===== src/verilog/kscan_pkg.sv =====
package kscan_pkg;
  // ----------------------------------------------------------------
  // register map
  // ----------------------------------------------------------------
  localparam logic [7:0] KSCAN_ADDR_PORT_SETUP = 8'h06;
  localparam logic [7:0] KSCAN_ADDR_DISP_CHECK = 8'h07;
  localparam logic [7:0] KSCAN_ADDR_KEY_LATCH = 8'h08;
  localparam logic [7:0] KSCAN_ADDR_KEY_LIVE = 8'h0C;
  // port_setup and display check fields
  localparam int KSCAN_PIN_MODE_HI = 7;
  localparam int KSCAN_PIN_MODE_LO = 5;
  localparam int KSCAN_ROLE_B_BIT = 4;
  localparam int KSCAN_ROLE_A_BIT = 3;
  localparam int KSCAN_TEST_BIT = 0;
  localparam logic [4:0] KSCAN_PORT_SETUP_RST = 5'h00;
  localparam logic KSCAN_DISP_CHECK_RST = 1'b0;
  // shared pin modes (bit 7 set means segment driver)
  localparam logic [2:0] KSCAN_PIN_GPO_LOW = 3'h0;
  localparam logic [2:0] KSCAN_PIN_GPO_HIGH = 3'h1;
  localparam logic [2:0] KSCAN_PIN_IRQ_LOW = 3'h2;
  localparam logic [2:0] KSCAN_PIN_IRQ_HIGH = 3'h3;
  // ----------------------------------------------------------------
  // timing
  // ----------------------------------------------------------------
  localparam int KSCAN_CLK_PERIOD_PS = 5000;
  localparam int KSCAN_DIGIT_TIME_NS = 320000;
  localparam int KSCAN_DIGIT_CYC = (KSCAN_DIGIT_TIME_NS * 1000) / KSCAN_CLK_PERIOD_PS;
  // duty codes: code n gives (n+1)/64
  localparam logic [5:0] KSCAN_DUTY_TEST = 6'h1B;
  localparam logic [6:0] KSCAN_SLAVE_ADDR = 7'h38;
endpackage


===== src/verilog/kscan_if.sv =====
`timescale 1ns/10ps
interface kscan_if;
  logic [1:0] role;
  logic [1:0] limit;
  logic port_a;
  logic port_b;
  logic [3:0] dig_n;
  logic [7:0] pressed;
  logic [7:0] fresh;
  logic done;
  modport bank (output role, output limit, output port_a, output port_b,
                input dig_n, input pressed, input fresh, input done);
  modport scanner (input role, input limit, input port_a, input port_b,
                   output dig_n, output pressed, output fresh, output done);
endinterface


===== src/verilog/kscan_port_status_regs.sv =====
// What this block does
// RULE_01: bit 7 set makes shared pin segment driver
// RULE_02: modes 000/001 give open-drain low/high output
// RULE_03: modes 010/011 give active-low/high interrupt
// RULE_04: bits 4 and 3 pick port roles
// RULE_05: read returns setup, port levels, interrupt flag
// RULE_06: two keyscan ports give eight keys, one four
// RULE_07: latched bit sets once key debounced since read
// RULE_08: latched read returns then clears; events OR in
// RULE_09: latched read also clears interrupt flag and pin
// RULE_10: held key reported only once until released
// RULE_11: writes to latched register ignored
// RULE_12: live bits show keys pressed last scan
// RULE_13: live read has no side effect
// RULE_14: writes to live register ignored
// RULE_15: test register bit 0 selects test mode
// RULE_16: test mode lights all, keeps stored values
// RULE_17: test mode uses fixed 28/64 duty
// RULE_18: new key pressed both periods raises event
// RULE_19: scanned keys limited to twice enabled digits
// RULE_20: logic-input ports scan nothing, read zero
`timescale 1ns/10ps
module kscan_port_status_regs
  import kscan_pkg::*;
#(
  parameter logic [6:0] SLAVE_ADDR = KSCAN_SLAVE_ADDR,
  parameter int DIGIT_CYCLES = KSCAN_DIGIT_CYC
) (
  input wire logic i_sys_clk,
  input wire logic i_rst_b,
  input wire logic i_scl,
  input wire logic i_sda_in,
  input wire logic i_scan_port_a,
  input wire logic i_scan_port_b,
  input wire logic [1:0] i_scan_limit,
  input wire logic [5:0] i_intensity,
  input wire logic i_shutdown,
  input wire logic i_alert_seg_level,
  output logic o_sda_out,
  output logic o_sda_oe_b,
  output logic o_alert_out,
  output logic o_alert_oe_b,
  output logic [3:0] o_dig_drive_n,
  output logic o_force_all_on,
  output logic o_blank,
  output logic [5:0] o_duty_code
);
  typedef enum logic [5:0] {
    KSCAN_ST_IDLE = 6'h01,
    KSCAN_ST_ADDR = 6'h02,
    KSCAN_ST_SACK = 6'h04,
    KSCAN_ST_WBYTE = 6'h08,
    KSCAN_ST_RBYTE = 6'h10,
    KSCAN_ST_MACK = 6'h20
  } kscan_state_e;

  kscan_if sif ();

  kscan_scanner #(.DIGIT_CYCLES(DIGIT_CYCLES)) u_scanner (
    .i_sys_clk(i_sys_clk),
    .i_rst_b(i_rst_b),
    .sif(sif)
  );

  // ----------------------------------------------------------------
  // pin synchronisers: link clock and ports are asynchronous
  // ----------------------------------------------------------------
  logic scl_m_r, scl_s_r, scl_d_r, sda_m_r, sda_s_r, sda_d_r;
  logic pa_m_r, pa_s_r, pb_m_r, pb_s_r;

  always_ff @(posedge i_sys_clk or negedge i_rst_b) begin
    if (!i_rst_b) begin
      scl_m_r <= 1'b1;
      scl_s_r <= 1'b1;
      scl_d_r <= 1'b1;
      sda_m_r <= 1'b1;
      sda_s_r <= 1'b1;
      sda_d_r <= 1'b1;
      pa_m_r <= 1'b1;
      pa_s_r <= 1'b1;
      pb_m_r <= 1'b1;
      pb_s_r <= 1'b1;
    end else begin
      scl_m_r <= i_scl;
      scl_s_r <= scl_m_r;
      scl_d_r <= scl_s_r;
      sda_m_r <= i_sda_in;
      sda_s_r <= sda_m_r;
      sda_d_r <= sda_s_r;
      pa_m_r <= i_scan_port_a;
      pa_s_r <= pa_m_r;
      pb_m_r <= i_scan_port_b;
      pb_s_r <= pb_m_r;
    end
  end

  logic scl_rise, scl_fall, start_c, stop_c;
  // a data change while the clock is high marks start or stop
  assign scl_rise = scl_s_r && !scl_d_r;
  assign scl_fall = !scl_s_r && scl_d_r;
  assign start_c = scl_s_r && scl_d_r && sda_d_r && !sda_s_r;
  assign stop_c = scl_s_r && scl_d_r && !sda_d_r && sda_s_r;

  // ----------------------------------------------------------------
  // register state
  // ----------------------------------------------------------------
  logic [4:0] setup_r, setup_nxt;
  logic test_r, test_nxt;
  logic [7:0] latch_r, latch_nxt;
  logic irq_r, irq_nxt;
  logic wr_p, rd_p;
  logic [7:0] wdata;
  logic [7:0] rdata;
  logic [7:0] ptr_r, ptr_nxt;

  assign sif.role = {setup_r[KSCAN_ROLE_B_BIT - 3], setup_r[KSCAN_ROLE_A_BIT - 3]}; // [RULE_04]
  assign sif.limit = i_scan_limit;
  assign sif.port_a = pa_s_r;
  assign sif.port_b = pb_s_r;

  // read mux for the byte loaded at each read
  function automatic logic [7:0] reg_read(input logic [7:0] addr, input logic [4:0] setup,
                                          input logic test, input logic [7:0] latch,
                                          input logic [7:0] live, input logic pb,
                                          input logic pa, input logic irq);
    logic [7:0] v;
    v = 8'h00;
    case (addr)
      KSCAN_ADDR_PORT_SETUP: v = {setup, pb, pa, irq}; // [RULE_05]
      KSCAN_ADDR_DISP_CHECK: v = {7'h00, test};
      KSCAN_ADDR_KEY_LATCH: v = latch;
      KSCAN_ADDR_KEY_LIVE: v = live; // [RULE_12]
      default: v = 8'h00;
    endcase
    return v;
  endfunction

  assign rdata = reg_read(ptr_r, setup_r, test_r, latch_r, sif.pressed, pb_s_r, pa_s_r, irq_r);

  // register updates; a new debounce event beats a read clear
  always_comb begin
    setup_nxt = setup_r;
    test_nxt = test_r;
    if (wr_p) begin
      case (ptr_r)
        KSCAN_ADDR_PORT_SETUP: setup_nxt = wdata[KSCAN_PIN_MODE_HI:KSCAN_ROLE_A_BIT]; // [RULE_04]
        KSCAN_ADDR_DISP_CHECK: test_nxt = wdata[KSCAN_TEST_BIT]; // [RULE_15]
        default: setup_nxt = setup_r; // latched and live are read only [RULE_11] [RULE_14]
      endcase
    end
    latch_nxt = latch_r;
    irq_nxt = irq_r;
    if (rd_p && ptr_r == KSCAN_ADDR_KEY_LATCH) begin
      latch_nxt = 8'h00; // [RULE_08]
      irq_nxt = 1'b0; // [RULE_09]
    end
    if (sif.done) begin
      latch_nxt = latch_nxt | sif.fresh; // [RULE_07] [RULE_08]
      irq_nxt = irq_nxt | (|sif.fresh); // [RULE_18]
    end
  end

  always_ff @(posedge i_sys_clk or negedge i_rst_b) begin
    if (!i_rst_b) begin
      setup_r <= KSCAN_PORT_SETUP_RST;
      test_r <= KSCAN_DISP_CHECK_RST;
      latch_r <= 8'h00;
      irq_r <= 1'b0;
    end else begin
      setup_r <= setup_nxt;
      test_r <= test_nxt;
      latch_r <= latch_nxt;
      irq_r <= irq_nxt;
    end
  end

  // ----------------------------------------------------------------
  // serial slave: address, pointer byte, then data with auto increment
  // ----------------------------------------------------------------
  kscan_state_e st_r, st_nxt;
  logic [3:0] bit_r, bit_nxt;
  logic [7:0] sh_r, sh_nxt;
  logic rw_r, rw_nxt, ptr_ph_r, ptr_ph_nxt, oe_b_r, oe_b_nxt;

  always_comb begin
    st_nxt = st_r;
    bit_nxt = bit_r;
    sh_nxt = sh_r;
    rw_nxt = rw_r;
    ptr_ph_nxt = ptr_ph_r;
    ptr_nxt = ptr_r;
    oe_b_nxt = oe_b_r;
    wr_p = 1'b0;
    rd_p = 1'b0;
    wdata = sh_r;
    if (start_c) begin
      st_nxt = KSCAN_ST_ADDR;
      bit_nxt = 4'h0;
      ptr_ph_nxt = 1'b1;
      oe_b_nxt = 1'b1;
    end else if (stop_c) begin
      st_nxt = KSCAN_ST_IDLE;
      oe_b_nxt = 1'b1;
    end else begin
      case (st_r)
        KSCAN_ST_ADDR, KSCAN_ST_WBYTE: begin
          if (scl_rise) begin
            sh_nxt = {sh_r[6:0], sda_s_r};
            bit_nxt = bit_r + 4'h1;
          end else if (scl_fall && bit_r == 4'h8) begin
            st_nxt = KSCAN_ST_SACK;
            oe_b_nxt = 1'b0;
            if (st_r == KSCAN_ST_ADDR) begin
              rw_nxt = sh_r[0];
              if (sh_r[7:1] != SLAVE_ADDR) begin
                st_nxt = KSCAN_ST_IDLE;
                oe_b_nxt = 1'b1;
              end
            end else if (ptr_ph_r) begin
              ptr_nxt = sh_r;
              ptr_ph_nxt = 1'b0;
            end else begin
              wr_p = 1'b1;
              ptr_nxt = ptr_r + 8'h1;
            end
          end
        end
        KSCAN_ST_SACK, KSCAN_ST_MACK: begin
          if (scl_rise && st_r == KSCAN_ST_MACK) begin
            sh_nxt[0] = sda_s_r;
          end else if (scl_fall) begin
            bit_nxt = 4'h0;
            oe_b_nxt = 1'b1;
            st_nxt = KSCAN_ST_WBYTE;
            if (st_r == KSCAN_ST_MACK && sh_r[0]) begin
              st_nxt = KSCAN_ST_IDLE;
            end else if (rw_r) begin
              // load snapshot; clear-on-read acts here only
              rd_p = 1'b1;
              sh_nxt = rdata;
              oe_b_nxt = rdata[7];
              bit_nxt = 4'h1;
              ptr_nxt = ptr_r + 8'h1;
              st_nxt = KSCAN_ST_RBYTE;
            end
          end
        end
        KSCAN_ST_RBYTE: begin
          if (scl_fall) begin
            if (bit_r == 4'h8) begin
              oe_b_nxt = 1'b1;
              st_nxt = KSCAN_ST_MACK;
            end else begin
              sh_nxt = {sh_r[6:0], 1'b0};
              oe_b_nxt = sh_r[6];
              bit_nxt = bit_r + 4'h1;
            end
          end
        end
        default: st_nxt = KSCAN_ST_IDLE;
      endcase
    end
  end

  always_ff @(posedge i_sys_clk or negedge i_rst_b) begin
    if (!i_rst_b) begin
      st_r <= KSCAN_ST_IDLE;
      bit_r <= 4'h0;
      sh_r <= 8'h00;
      rw_r <= 1'b0;
      ptr_ph_r <= 1'b0;
      ptr_r <= 8'h00;
      oe_b_r <= 1'b1;
    end else begin
      st_r <= st_nxt;
      bit_r <= bit_nxt;
      sh_r <= sh_nxt;
      rw_r <= rw_nxt;
      ptr_ph_r <= ptr_ph_nxt;
      ptr_r <= ptr_nxt;
      oe_b_r <= oe_b_nxt;
    end
  end

  // ----------------------------------------------------------------
  // pin and display outputs, all registered
  // ----------------------------------------------------------------
  logic alert_out_nxt, alert_oe_b_nxt;
  logic [5:0] duty_nxt;

  // open-drain modes release the pin for a high level
  always_comb begin
    alert_out_nxt = 1'b0;
    alert_oe_b_nxt = 1'b1;
    duty_nxt = test_r ? KSCAN_DUTY_TEST : i_intensity; // [RULE_17]
    if (setup_r[4]) begin
      alert_oe_b_nxt = 1'b0; // [RULE_01]
      alert_out_nxt = test_r || i_alert_seg_level; // [RULE_16]
    end else begin
      case (setup_r[4:2])
        KSCAN_PIN_GPO_LOW: alert_oe_b_nxt = 1'b0; // [RULE_02]
        KSCAN_PIN_GPO_HIGH: alert_oe_b_nxt = 1'b1; // [RULE_02]
        KSCAN_PIN_IRQ_LOW: alert_oe_b_nxt = !irq_r; // [RULE_03]
        KSCAN_PIN_IRQ_HIGH: alert_oe_b_nxt = irq_r; // [RULE_03]
        default: alert_oe_b_nxt = 1'b1;
      endcase
    end
  end

  always_ff @(posedge i_sys_clk or negedge i_rst_b) begin
    if (!i_rst_b) begin
      o_sda_out <= 1'b0;
      o_sda_oe_b <= 1'b1;
      o_alert_out <= 1'b0;
      o_alert_oe_b <= 1'b1;
      o_dig_drive_n <= 4'hF;
      o_force_all_on <= 1'b0;
      o_blank <= 1'b0;
      o_duty_code <= 6'h00;
    end else begin
      o_sda_out <= 1'b0;
      o_sda_oe_b <= oe_b_r;
      o_alert_out <= alert_out_nxt;
      o_alert_oe_b <= alert_oe_b_nxt;
      o_dig_drive_n <= sif.dig_n;
      o_force_all_on <= test_r; // [RULE_16]
      o_blank <= i_shutdown && !test_r; // [RULE_16]
      o_duty_code <= duty_nxt;
    end
  end
endmodule


===== src/verilog/kscan_scanner.sv =====
`timescale 1ns/10ps
module kscan_scanner
  import kscan_pkg::*;
#(
  parameter int DIGIT_CYCLES = KSCAN_DIGIT_CYC
) (
  input wire logic i_sys_clk,
  input wire logic i_rst_b,
  kscan_if.scanner sif
);
  logic [31:0] cnt_r, cnt_nxt;
  logic [1:0] dig_r, dig_nxt;
  logic pass_r, pass_nxt;
  logic [7:0] samp0_r, samp0_nxt, samp1_r, samp1_nxt, prev_r, prev_nxt;
  logic [7:0] pressed_r, pressed_nxt, fresh_r, fresh_nxt;
  logic [3:0] dig_n_r, dig_n_nxt;
  logic done_r, done_nxt;
  logic [7:0] mask;
  logic [7:0] hit;

  // ----------------------------------------------------------------
  // scan sequencing: two passes over enabled digits form one cycle
  // ----------------------------------------------------------------
  always_comb begin
    cnt_nxt = cnt_r + 32'h1;
    dig_nxt = dig_r;
    pass_nxt = pass_r;
    samp0_nxt = samp0_r;
    samp1_nxt = samp1_r;
    prev_nxt = prev_r;
    pressed_nxt = pressed_r;
    fresh_nxt = 8'h00;
    done_nxt = 1'b0;
    // keys only count on keyscan ports and within the scan limit
    for (int k = 0; k < 4; k++) begin
      mask[k] = sif.role[0] && (2'(k) <= sif.limit); // [RULE_19] [RULE_20]
      mask[k + 4] = sif.role[1] && (2'(k) <= sif.limit); // [RULE_06]
      hit[k] = (dig_r == 2'(k)) && !sif.port_a;
      hit[k + 4] = (dig_r == 2'(k)) && !sif.port_b;
    end
    if (cnt_r == 32'(DIGIT_CYCLES / 2)) begin
      if (pass_r) samp1_nxt = samp1_r | hit;
      else samp0_nxt = samp0_r | hit;
    end
    if (cnt_r >= 32'(DIGIT_CYCLES - 1)) begin
      cnt_nxt = 32'h0;
      if (dig_r >= sif.limit) begin
        dig_nxt = 2'h0;
        pass_nxt = !pass_r;
        if (pass_r) begin
          // pressed in both sampling periods
          pressed_nxt = samp0_r & samp1_r & mask; // [RULE_12] [RULE_18]
          fresh_nxt = samp0_r & samp1_r & mask & ~prev_r; // [RULE_10]
          prev_nxt = samp0_r & samp1_r & mask;
          samp0_nxt = 8'h00;
          samp1_nxt = 8'h00;
          done_nxt = 1'b1;
        end
      end else begin
        dig_nxt = dig_r + 2'h1;
      end
    end
    dig_n_nxt = ~(4'h1 << dig_nxt);
  end

  // ----------------------------------------------------------------
  // state registers
  // ----------------------------------------------------------------
  always_ff @(posedge i_sys_clk or negedge i_rst_b) begin
    if (!i_rst_b) begin
      cnt_r <= 32'h0;
      dig_r <= 2'h0;
      pass_r <= 1'b0;
      samp0_r <= 8'h00;
      samp1_r <= 8'h00;
      prev_r <= 8'h00;
      pressed_r <= 8'h00;
      fresh_r <= 8'h00;
      dig_n_r <= 4'hE;
      done_r <= 1'b0;
    end else begin
      cnt_r <= cnt_nxt;
      dig_r <= dig_nxt;
      pass_r <= pass_nxt;
      samp0_r <= samp0_nxt;
      samp1_r <= samp1_nxt;
      prev_r <= prev_nxt;
      pressed_r <= pressed_nxt;
      fresh_r <= fresh_nxt;
      dig_n_r <= dig_n_nxt;
      done_r <= done_nxt;
    end
  end

  assign sif.dig_n = dig_n_r;
  assign sif.pressed = pressed_r;
  assign sif.fresh = fresh_r;
  assign sif.done = done_r;
endmodule


===== config.mk =====
export PLATFORM = sky130hd
export DESIGN_NAME = kscan_port_status_regs
export DESIGN_NICKNAME = d
export VERILOG_FILES = /design/src/verilog/kscan_pkg.sv /design/src/verilog/kscan_if.sv /design/src/verilog/kscan_port_status_regs.sv /design/src/verilog/kscan_scanner.sv
export SDC_FILE = /design/constraint.sdc
export NUM_CORES = 1
export LEC_CHECK = 0
export BUFFER_PORTS_ARGS = -buffer_cell sky130_fd_sc_hd__buf_4
export CAP_MARGIN = 10
export CORE_MARGIN = 4
export CORE_UTILIZATION = 61
export DETAILED_ROUTE_END_ITERATION = 10
export GPL_TIMING_DRIVEN = 0
export HOLD_SLACK_MARGIN = 0.1
export PLACE_DENSITY = 0.9
export SKIP_LAST_GASP = 1
export SLEW_MARGIN = 10
export SYNTH_ARGS = -nofsm -noshare
export SYNTH_HDL_FRONTEND = slang
export SYNTH_SLANG_ARGS = --single-unit

===== constraint.sdc =====
create_clock -name i_sys_clk -period 2.4 [get_ports i_sys_clk]
set_input_delay 0.24 -clock i_sys_clk [delete_from_list [all_inputs] [get_ports i_sys_clk]]
set_output_delay 0.24 -clock i_sys_clk [all_outputs]
set_load 0.02 [all_outputs]

== Yosys cells after proc, flatten, opt, wreduce, memory -nomap -nowiden ==
Index checks and enable logic that the tools add are counted.

* Output and inout bits: 16
* Word-level logic and storage cells: 268
* Input port bits: 16
* Bits in registers: 141

* Equal/unequal tests: 44
* Reductions and logical operators: 61
* Shift operators: 1
* Magnitude comparators: 6
* Add/subtract/negate cells: 4
* Bitwise operators: 12
* Mux-type cells: 102

{| class="wikitable"
|+ Operators with widths
! kind !! number
|-
| 8-bit 2-to-1 mux || 29
|-
| 6-bit 2-to-1 mux || 9
|-
| 1-bit 2-to-1 mux || 42
|-
| 32-bit by 1-bit adder with 32-bit output, second input constant || 1
|-
| 32-bit by 15-bit equality test with 1-bit output, second input constant || 1
|-
| 32-bit by 16-bit >= comparator with 1-bit output, second input constant || 1
|-
| 32-bit 2-to-1 mux || 1
|-
| 8-bit one-hot mux with 4 select lines || 1
|-
| 1-bit logical AND || 28
|-
| 4-bit 2-to-1 mux || 7
|-
| 8-bit AND || 3
|-
| 2-bit != test, second input constant || 12
|-
| 3-bit != test, second input constant || 8
|-
| 4-bit != test, second input constant || 6
|-
| 8-bit OR || 3
|-
| 8-bit one-hot mux with 3 select lines || 1
|-
| 10-bit AND reduction || 2
|-
| 6-bit one-hot mux with 3 select lines || 1
|-
| 6-bit AND reduction || 3
|-
| 8-bit by 3-bit equality test with 1-bit output, second input constant || 2
|-
| 8-bit by 4-bit equality test with 1-bit output, second input constant || 2
|-
| 8-bit one-hot mux with 2 select lines || 1
|-
| 4-bit one-hot mux with 3 select lines || 1
|-
| 5-bit 2-to-1 mux || 2
|-
| 41 further kinds || 63
|}

== Depth between registers and ports, before layout ==
* Word-level depth: 12
* Mapped depth: 9

== Hierarchy ==
Synthesis repeated with hierarchy kept, for this count alone.

* Cell total of the unflattened synthesis: 572
* Area total of the unflattened synthesis: 6401.1 um2

{| class="wikitable"
|+ By module, submodules not included
! module !! cells each !! instances !! area an instance (um2)
|-
| kscan_port_status_regs || 326 || 1 || 3497.1
|-
| kscan_scanner || 246 || 1 || 2904.0
|}

== Least setup slack after synthesis ==
Ideal clock, no wire load.

* Path type: flip-flop to flip-flop
* Start: reg u_scanner.dig_r[0]
* End: reg u_scanner.prev_r[6]
* Period minus slack after synthesis: 2.041 ns
* Path buffers: 1
* Stages on the path, launching flop included: 8
* Data arrival time: 1.909 ns
* Path slack: 0.359 ns
* Cell sequence: dfrtp_1 inv_1 ha_1 nand2b_1 a21oi_1 nand3b_2 clkbuf_1 o31ai_1

* Cells in the longest elaborated chain, start to end: 2

{| class="wikitable"
|+ Ends and longest elaborated chain
! what !! line !! text
|-
| from (decl) || kscan_scanner.sv:12 || <nowiki>logic [1:0] dig_r, dig_nxt;</nowiki>
|-
| from (signal assigned) || kscan_scanner.sv:83 || <nowiki>dig_r <= dig_nxt;</nowiki>
|-
| 2-bit >= comparator || kscan_scanner.sv:47 || <nowiki>if (dig_r >= sif.limit) begin</nowiki>
|-
| 3-bit AND reduction (no line) || -- ||
|-
| to (signal assigned) || kscan_scanner.sv:87 || <nowiki>prev_r <= prev_nxt;</nowiki>
|-
| to (decl) || kscan_scanner.sv:14 || <nowiki>logic [7:0] samp0_r, samp0_nxt, samp1_r, samp1_nxt, prev_r, prev_nxt;</nowiki>
|}

Every way passes these cells.
A chain may end at the register's enable or synchronous reset.

== Final worst setup path ==
* Start: reg ptr_r[4]
* End: reg oe_b_r

* Cells in the longest elaborated chain, start to end: 9
* Elaborated cells on any way between the ends: 12
* Classes of those cells: eq/ne: 4; mux: 8

{| class="wikitable"
|+ Ends and longest elaborated chain
! what !! line !! text
|-
| from (decl) || kscan_port_status_regs.sv:114 || <nowiki>logic [7:0] ptr_r, ptr_nxt;</nowiki>
|-
| from (signal assigned) || kscan_port_status_regs.sv:280 || <nowiki>ptr_r <= ptr_nxt;</nowiki>
|-
| 8-bit by 4-bit equality test with 1-bit output / 8-bit by 3-bit equality test with 1-bit output (equally long branches) || kscan_port_status_regs.sv:128 || <nowiki>case (addr)</nowiki>
|-
| 8-bit one-hot mux with 4 select lines * || kscan_port_status_regs.sv:128 ||
|-
| 1-bit 2-to-1 mux * || kscan_port_status_regs.sv:237 || <nowiki>end else if (rw_r) begin</nowiki>
|-
| 1-bit 2-to-1 mux * || kscan_port_status_regs.sv:235 || <nowiki>if (st_r == KSCAN_ST_MACK && sh_r[0]) begin</nowiki>
|-
| 1-bit 2-to-1 mux * || kscan_port_status_regs.sv:231 || <nowiki>end else if (scl_fall) begin</nowiki>
|-
| 1-bit 2-to-1 mux * || kscan_port_status_regs.sv:229 || <nowiki>if (scl_rise && st_r == KSCAN_ST_MACK) begin</nowiki>
|-
| 1-bit one-hot mux with 3 select lines * || kscan_port_status_regs.sv:205 || <nowiki>case (st_r)</nowiki>
|-
| 1-bit 2-to-1 mux * || kscan_port_status_regs.sv:201 || <nowiki>end else if (stop_c) begin</nowiki>
|-
| 1-bit 2-to-1 mux * || kscan_port_status_regs.sv:196 || <nowiki>if (start_c) begin</nowiki>
|-
| to (signal assigned) || kscan_port_status_regs.sv:281 || <nowiki>oe_b_r <= oe_b_nxt;</nowiki>
|-
| to (decl) || kscan_port_status_regs.sv:183 || <nowiki>logic rw_r, rw_nxt, ptr_ph_r, ptr_ph_nxt, oe_b_r, oe_b_nxt;</nowiki>
|}

Mark *: on every way between the ends. The rest lies on a longest branch, timed or not. The select of a mux whose other input is x is not followed.

==> flow_results.xml <==
<?xml version="1.0" encoding="UTF-8"?>
<metrics>
  <group name="floorplan">
    <metric name="rows" unit="">36</metric>
    <metric name="fp.dieH" unit="um">109</metric>
    <metric name="design.core.area" unit="sq um">9910</metric>
    <metric name="die-area" unit="sq um">12000</metric>
    <metric name="dieWidth" unit="um">109</metric>
    <metric name="initial_core_util" unit="">0.633</metric>
    <metric name="top_level_ports" unit="">32</metric>
  </group>
  <group name="worst_setup_path">
    <metric name="worst-r2r-setup-slack" unit="ns">0.14</metric>
    <metric name="path_max_fanout" unit="">10</metric>
    <metric name="critical_path_class" unit="">reg -&gt; reg</metric>
    <metric name="critPathLaunchType" unit="">register</metric>
    <metric name="r2r_start" unit="">ptr_r[4]$_DFFE_PN0P_</metric>
    <metric name="rr_endpoint" unit="">oe_b_r$_DFFE_PN1P_</metric>
    <metric name="critical_path_arrival" unit="ns">2.72</metric>
    <metric name="critical_path_required" unit="ns">2.86</metric>
    <metric name="ff2ff_path_depth" unit="">7</metric>
    <metric name="worstSetupEndpointType" unit="">register</metric>
  </group>
  <group name="global_routing">
    <metric name="grt-ovfl-total" unit="">0</metric>
    <metric name="vias_in_the_first_global_route" unit="">5062</metric>
    <metric name="gr-usage-met1" unit="">0.314</metric>
    <metric name="grtUsageMet3" unit="">0.0711</metric>
    <metric name="groute.usage.overall" unit="">0.266</metric>
    <metric name="grtUsageMet2" unit="">0.445</metric>
    <metric name="grt_busiest_layer" unit="">met2</metric>
    <metric name="grt_antenna_before_repair" unit="">0</metric>
    <metric name="grt_first_pass_wirelength" unit="mm">24.3</metric>
    <metric name="grt_start_max_net_pins" unit="">92</metric>
  </group>
  <group name="timing">
    <metric name="fin_hold_ws" unit="ns">0.228</metric>
    <metric name="finalSetupViolCount" unit="">0</metric>
    <metric name="final_hold_viol_count" unit="">0</metric>
    <metric name="worst_clock_skew" unit="ns">0.00866</metric>
    <metric name="slew_headroom" unit="">0.537</metric>
    <metric name="achievable-frequency" unit="MHz">442</metric>
    <metric name="period_minus_slack" unit="ns">2.26</metric>
    <metric name="rsz0062_at_grt" unit="">false</metric>
    <metric name="fin_crit_sh" unit="">0.943</metric>
    <metric name="worstMarginPinSlew" unit="ns">0.695</metric>
    <metric name="final-max-slew-violation-count" unit="">0</metric>
  </group>
  <group name="yosys">
    <metric name="ys_seq_elements" unit="">141</metric>
    <metric name="netlist_top_cells_count" unit="">dfrtp_1, nor2_1, nand2_1</metric>
    <metric name="yosysWarningCount" unit="">0</metric>
    <metric name="synth.area.top_cells" unit="">dfrtp_1, dfstp_2, nor2_1</metric>
    <metric name="most_common_cell_in_the_synthesized_netlist" unit="">dfrtp_1</metric>
    <metric name="synth_async_sr_flop_share" unit="">1.00</metric>
    <metric name="yosys.area.top_type" unit="">dfrtp_1</metric>
    <metric name="synth_edf_count" unit="">0</metric>
    <metric name="synthFlopType" unit="">dfrtp_1</metric>
    <metric name="yosysSeqAreaShare" unit="">0.567</metric>
    <metric name="synth.avg_cell_area" unit="sq um">10.8</metric>
    <metric name="synth_top_area_share" unit="">0.479</metric>
    <metric name="synthesis.instances" unit="">583</metric>
    <metric name="netlist-cell-type-count" unit="">72</metric>
    <metric name="netlist_area" unit="sq um">6270</metric>
  </group>
  <group name="clocking">
    <metric name="path_clk_slew" unit="ns">0.06</metric>
    <metric name="clock_path_buffers" unit="">2</metric>
    <metric name="cts.htree.levels" unit="">4</metric>
    <metric name="clk_latency" unit="ns">0.53</metric>
    <metric name="ctsRootBufferMaster" unit="">clkbuf_8</metric>
    <metric name="tritoncts" unit="">built</metric>
    <metric name="cts_buffers" unit="">17</metric>
    <metric name="cts.sinks" unit="">141</metric>
    <metric name="cts_setup_buffers" unit="">0</metric>
  </group>
  <group name="layout">
    <metric name="antennaDiodeCount" unit="">0</metric>
    <metric name="flow.area_growth_from_synthesis" unit="%">20.1</metric>
    <metric name="fin_nets" unit="">694</metric>
    <metric name="drive_gt1_frac" unit="">0.189</metric>
    <metric name="final_area" unit="sq um">7530</metric>
  </group>
  <group name="route">
    <metric name="ant_nets" unit="">0</metric>
    <metric name="routedWlPerCell" unit="um">18.4</metric>
    <metric name="wl" unit="mm">14.9</metric>
    <metric name="first_drt_pass_iteration_count" unit="">5</metric>
    <metric name="via_count" unit="">4912</metric>
    <metric name="drtIter0Drc" unit="">393</metric>
    <metric name="drt_drc_violations_left" unit="">0</metric>
    <metric name="post_drt_via_cell_ratio" unit="">6.06</metric>
  </group>
  <group name="placement">
    <metric name="detailedPlacementHpwl" unit="mm">9.32</metric>
    <metric name="dpl_cell_area" unit="sq um">6750</metric>
    <metric name="gp_congestion" unit="">0.963</metric>
    <metric name="port_buffers" unit="">30</metric>
  </group>
  <group name="run_status">
    <metric name="outcome" unit="">finished clean</metric>
  </group>
  <group name="power_and_ir_drop">
    <metric name="power_density" unit="nW/um^2">774</metric>
    <metric name="clock_power_share" unit="">0.439</metric>
    <metric name="p_sw" unit="mW">1.53</metric>
    <metric name="total_leakage_power" unit="nW">3.40</metric>
    <metric name="combinationalPowerShare" unit="">0.113</metric>
    <metric name="vdd_drop_max" unit="mV">0.768</metric>
    <metric name="net_sw_frac" unit="">0.262</metric>
    <metric name="internal_power" unit="mW">4.30</metric>
    <metric name="seq_power_share" unit="">0.448</metric>
  </group>
  <group name="run">
    <metric name="max_cap_viol_count" unit="">0</metric>
  </group>
  <group name="min_path">
    <metric name="path_type_of_the_worst_min_delay_path" unit="">in -&gt; async</metric>
  </group>
</metrics>
## cell families (layout without fill, tap and decap cells)
group | count (synthesis) | count (layout) | synth area share
buffers and inverters | 38 | 117 | 0.0259
muxes | 20 | 20 | 0.0335
and+or+nand+nor | 222 | 222 | 0.184
other | 1 | 17 | 0.000598
DFF | 141 | 141 | 0.567
adders and majority gates | 13 | 13 | 0.0259
AOI/OAI and AO/OA | 130 | 130 | 0.138
xor gates and xnor gates | 18 | 18 | 0.0251
## worst max-delay path, cell delays in order (launching register included)
cell and delay [ns]:
dfrtp_1 0.43, or4_4 0.58, or2_1 0.24, buf_2 0.20
a21oi_4 0.26, and2_1 0.25, nor3_1 0.10, o21ai_2 0.13
## metrics by stage
| step | setup TNS, ns | util | std cells | worst slack [ns] | power [mW] |
|---|---|---|---|---|---|
| 2_1_floorplan | 0 | - | 599 | 0.359 | 2.99 |
| 3_3_place_gp | 0 | 0.678 | 762 | 0.0983 | 3.19 |
| 3_5_place_dp | -0.208 | 0.682 | 763 | -0.0450 | 3.24 |
| 4_1_cts | 0 | 0.757 | 811 | 0.0744 | 5.83 |
| 5_1_grt | 0 | 0.760 | 811 | 0.0210 | 6.04 |
| 6_report | 0 | 0.760 | 811 | 0.138 | 5.83 |
## cell type report
type | count | area, sq um
tap | 133 | 166
inverter | 16 | 62.6
multi-input combinational | 420 | 2650
clock inverter | 11 | 131
timing repair buffer | 47 | 417
clock buffer | 21 | 449
buffer | 22 | 104
sequential | 141 | 3550
fill | 620 | 2380
## power by group through the flow
stage                     combinational, mW  sequential, mW  clock, mW
final                                 0.658            2.62       2.56
after CTS                             0.640            2.61       2.59
after global placement                0.555            2.64          0
after floorplan                       0.324            2.67          0
after detailed placement              0.591            2.65          0
after global routing                  0.727            2.63       2.69
## flip-flops by register name, indices dropped and copies added, names as in the netlist, 6 cells and up
| name | cells |
|---|---|
| ptr_r | 8 |
| u_scanner.cnt_r | 32 |
| st_r | 6 |
| o_duty_code | 6 |
| u_scanner.samp1_r | 8 |
| sh_r | 8 |
| u_scanner.samp0_r | 8 |
| u_scanner.sif.fresh | 8 |
| latch_r | 8 |
| u_scanner.prev_r | 8 |
## what timing repair did
item / CTS / global route
hold buffers: 16 / 0
hold endpoints to repair: 70 / 0
setup endpoints to repair: 18 / 32
resized for setup: 2 / 8
## worst max-delay path by stage
| stage | start | endpoint | cells after the start | slack (ns) |
|---|---|---|---|---|
| 2_1_floorplan | u_scanner.dig_r[0]$_DFF_PN0_ | u_scanner.prev_r[6]$_DFFE_PN0P_ | 7 | 0.36 |
| 3_3_place_gp | u_scanner.dig_r[0]$_DFF_PN0_ | u_scanner.prev_r[3]$_DFFE_PN0P_ | 8 | 0.1 |
| 3_5_place_dp | u_scanner.dig_r[0]$_DFF_PN0_ | u_scanner.prev_r[0]$_DFFE_PN0P_ | 8 | -0.05 |
| 4_1_cts | u_scanner.dig_r[0]$_DFF_PN0_ | u_scanner.sif.fresh[0]$_DFF_PN0_ | 8 | 0.07 |
| 5_1_grt | u_scanner.cnt_r[0]$_DFF_PN0_ | u_scanner.sif.fresh[0]$_DFF_PN0_ | 8 | 0.02 |
| 6_report | ptr_r[4]$_DFFE_PN0P_ | oe_b_r$_DFFE_PN1P_ | 7 | 0.14 |
## layout by cell type (no fill, tap or decap), types with 4 or more instances in the layout
cell type	instances
buf_2	13
dfrtp_1	120
inv_1	14
o22a_1	6
a21oi_1	35
nor3_1	12
and2_1	6
xor2_1	11
o211ai_1	4
nor2_1	67
clkbuf_16	16
nor4_1	8
or2_2	5
nand3_1	17
dlygate4sd3_1	16
nand2b_1	7
clkbuf_1	6
dfstp_2	21
conb_1	17
a31oi_1	7
mux2_1	6
a22oi_1	7
o21ai_1	9
nor2b_1	11
ha_1	13
clkinv_4	4
buf_4	30
o31ai_1	10
o21ai_0	17
and3_1	8
nand2_1	47
nand4_1	6
mux2i_1	12
xnor2_1	7
a22o_1	10
## layer usage
| layer | vias to the layer above | share of wire | wire length [um] |
|---|---|---|---|
| li1 | 2208 | - | - |
| met1 | 2386 | 0.39 | 5780 |
| met2 | 255 | 0.51 | 7540 |
| met3 | 63 | 0.069 | 1020 |
| met4 | 0 | 0.037 | 552 |
| met5 | - | 0 | 0 |
Note: power is estimated with default switching activity, not from simulation.
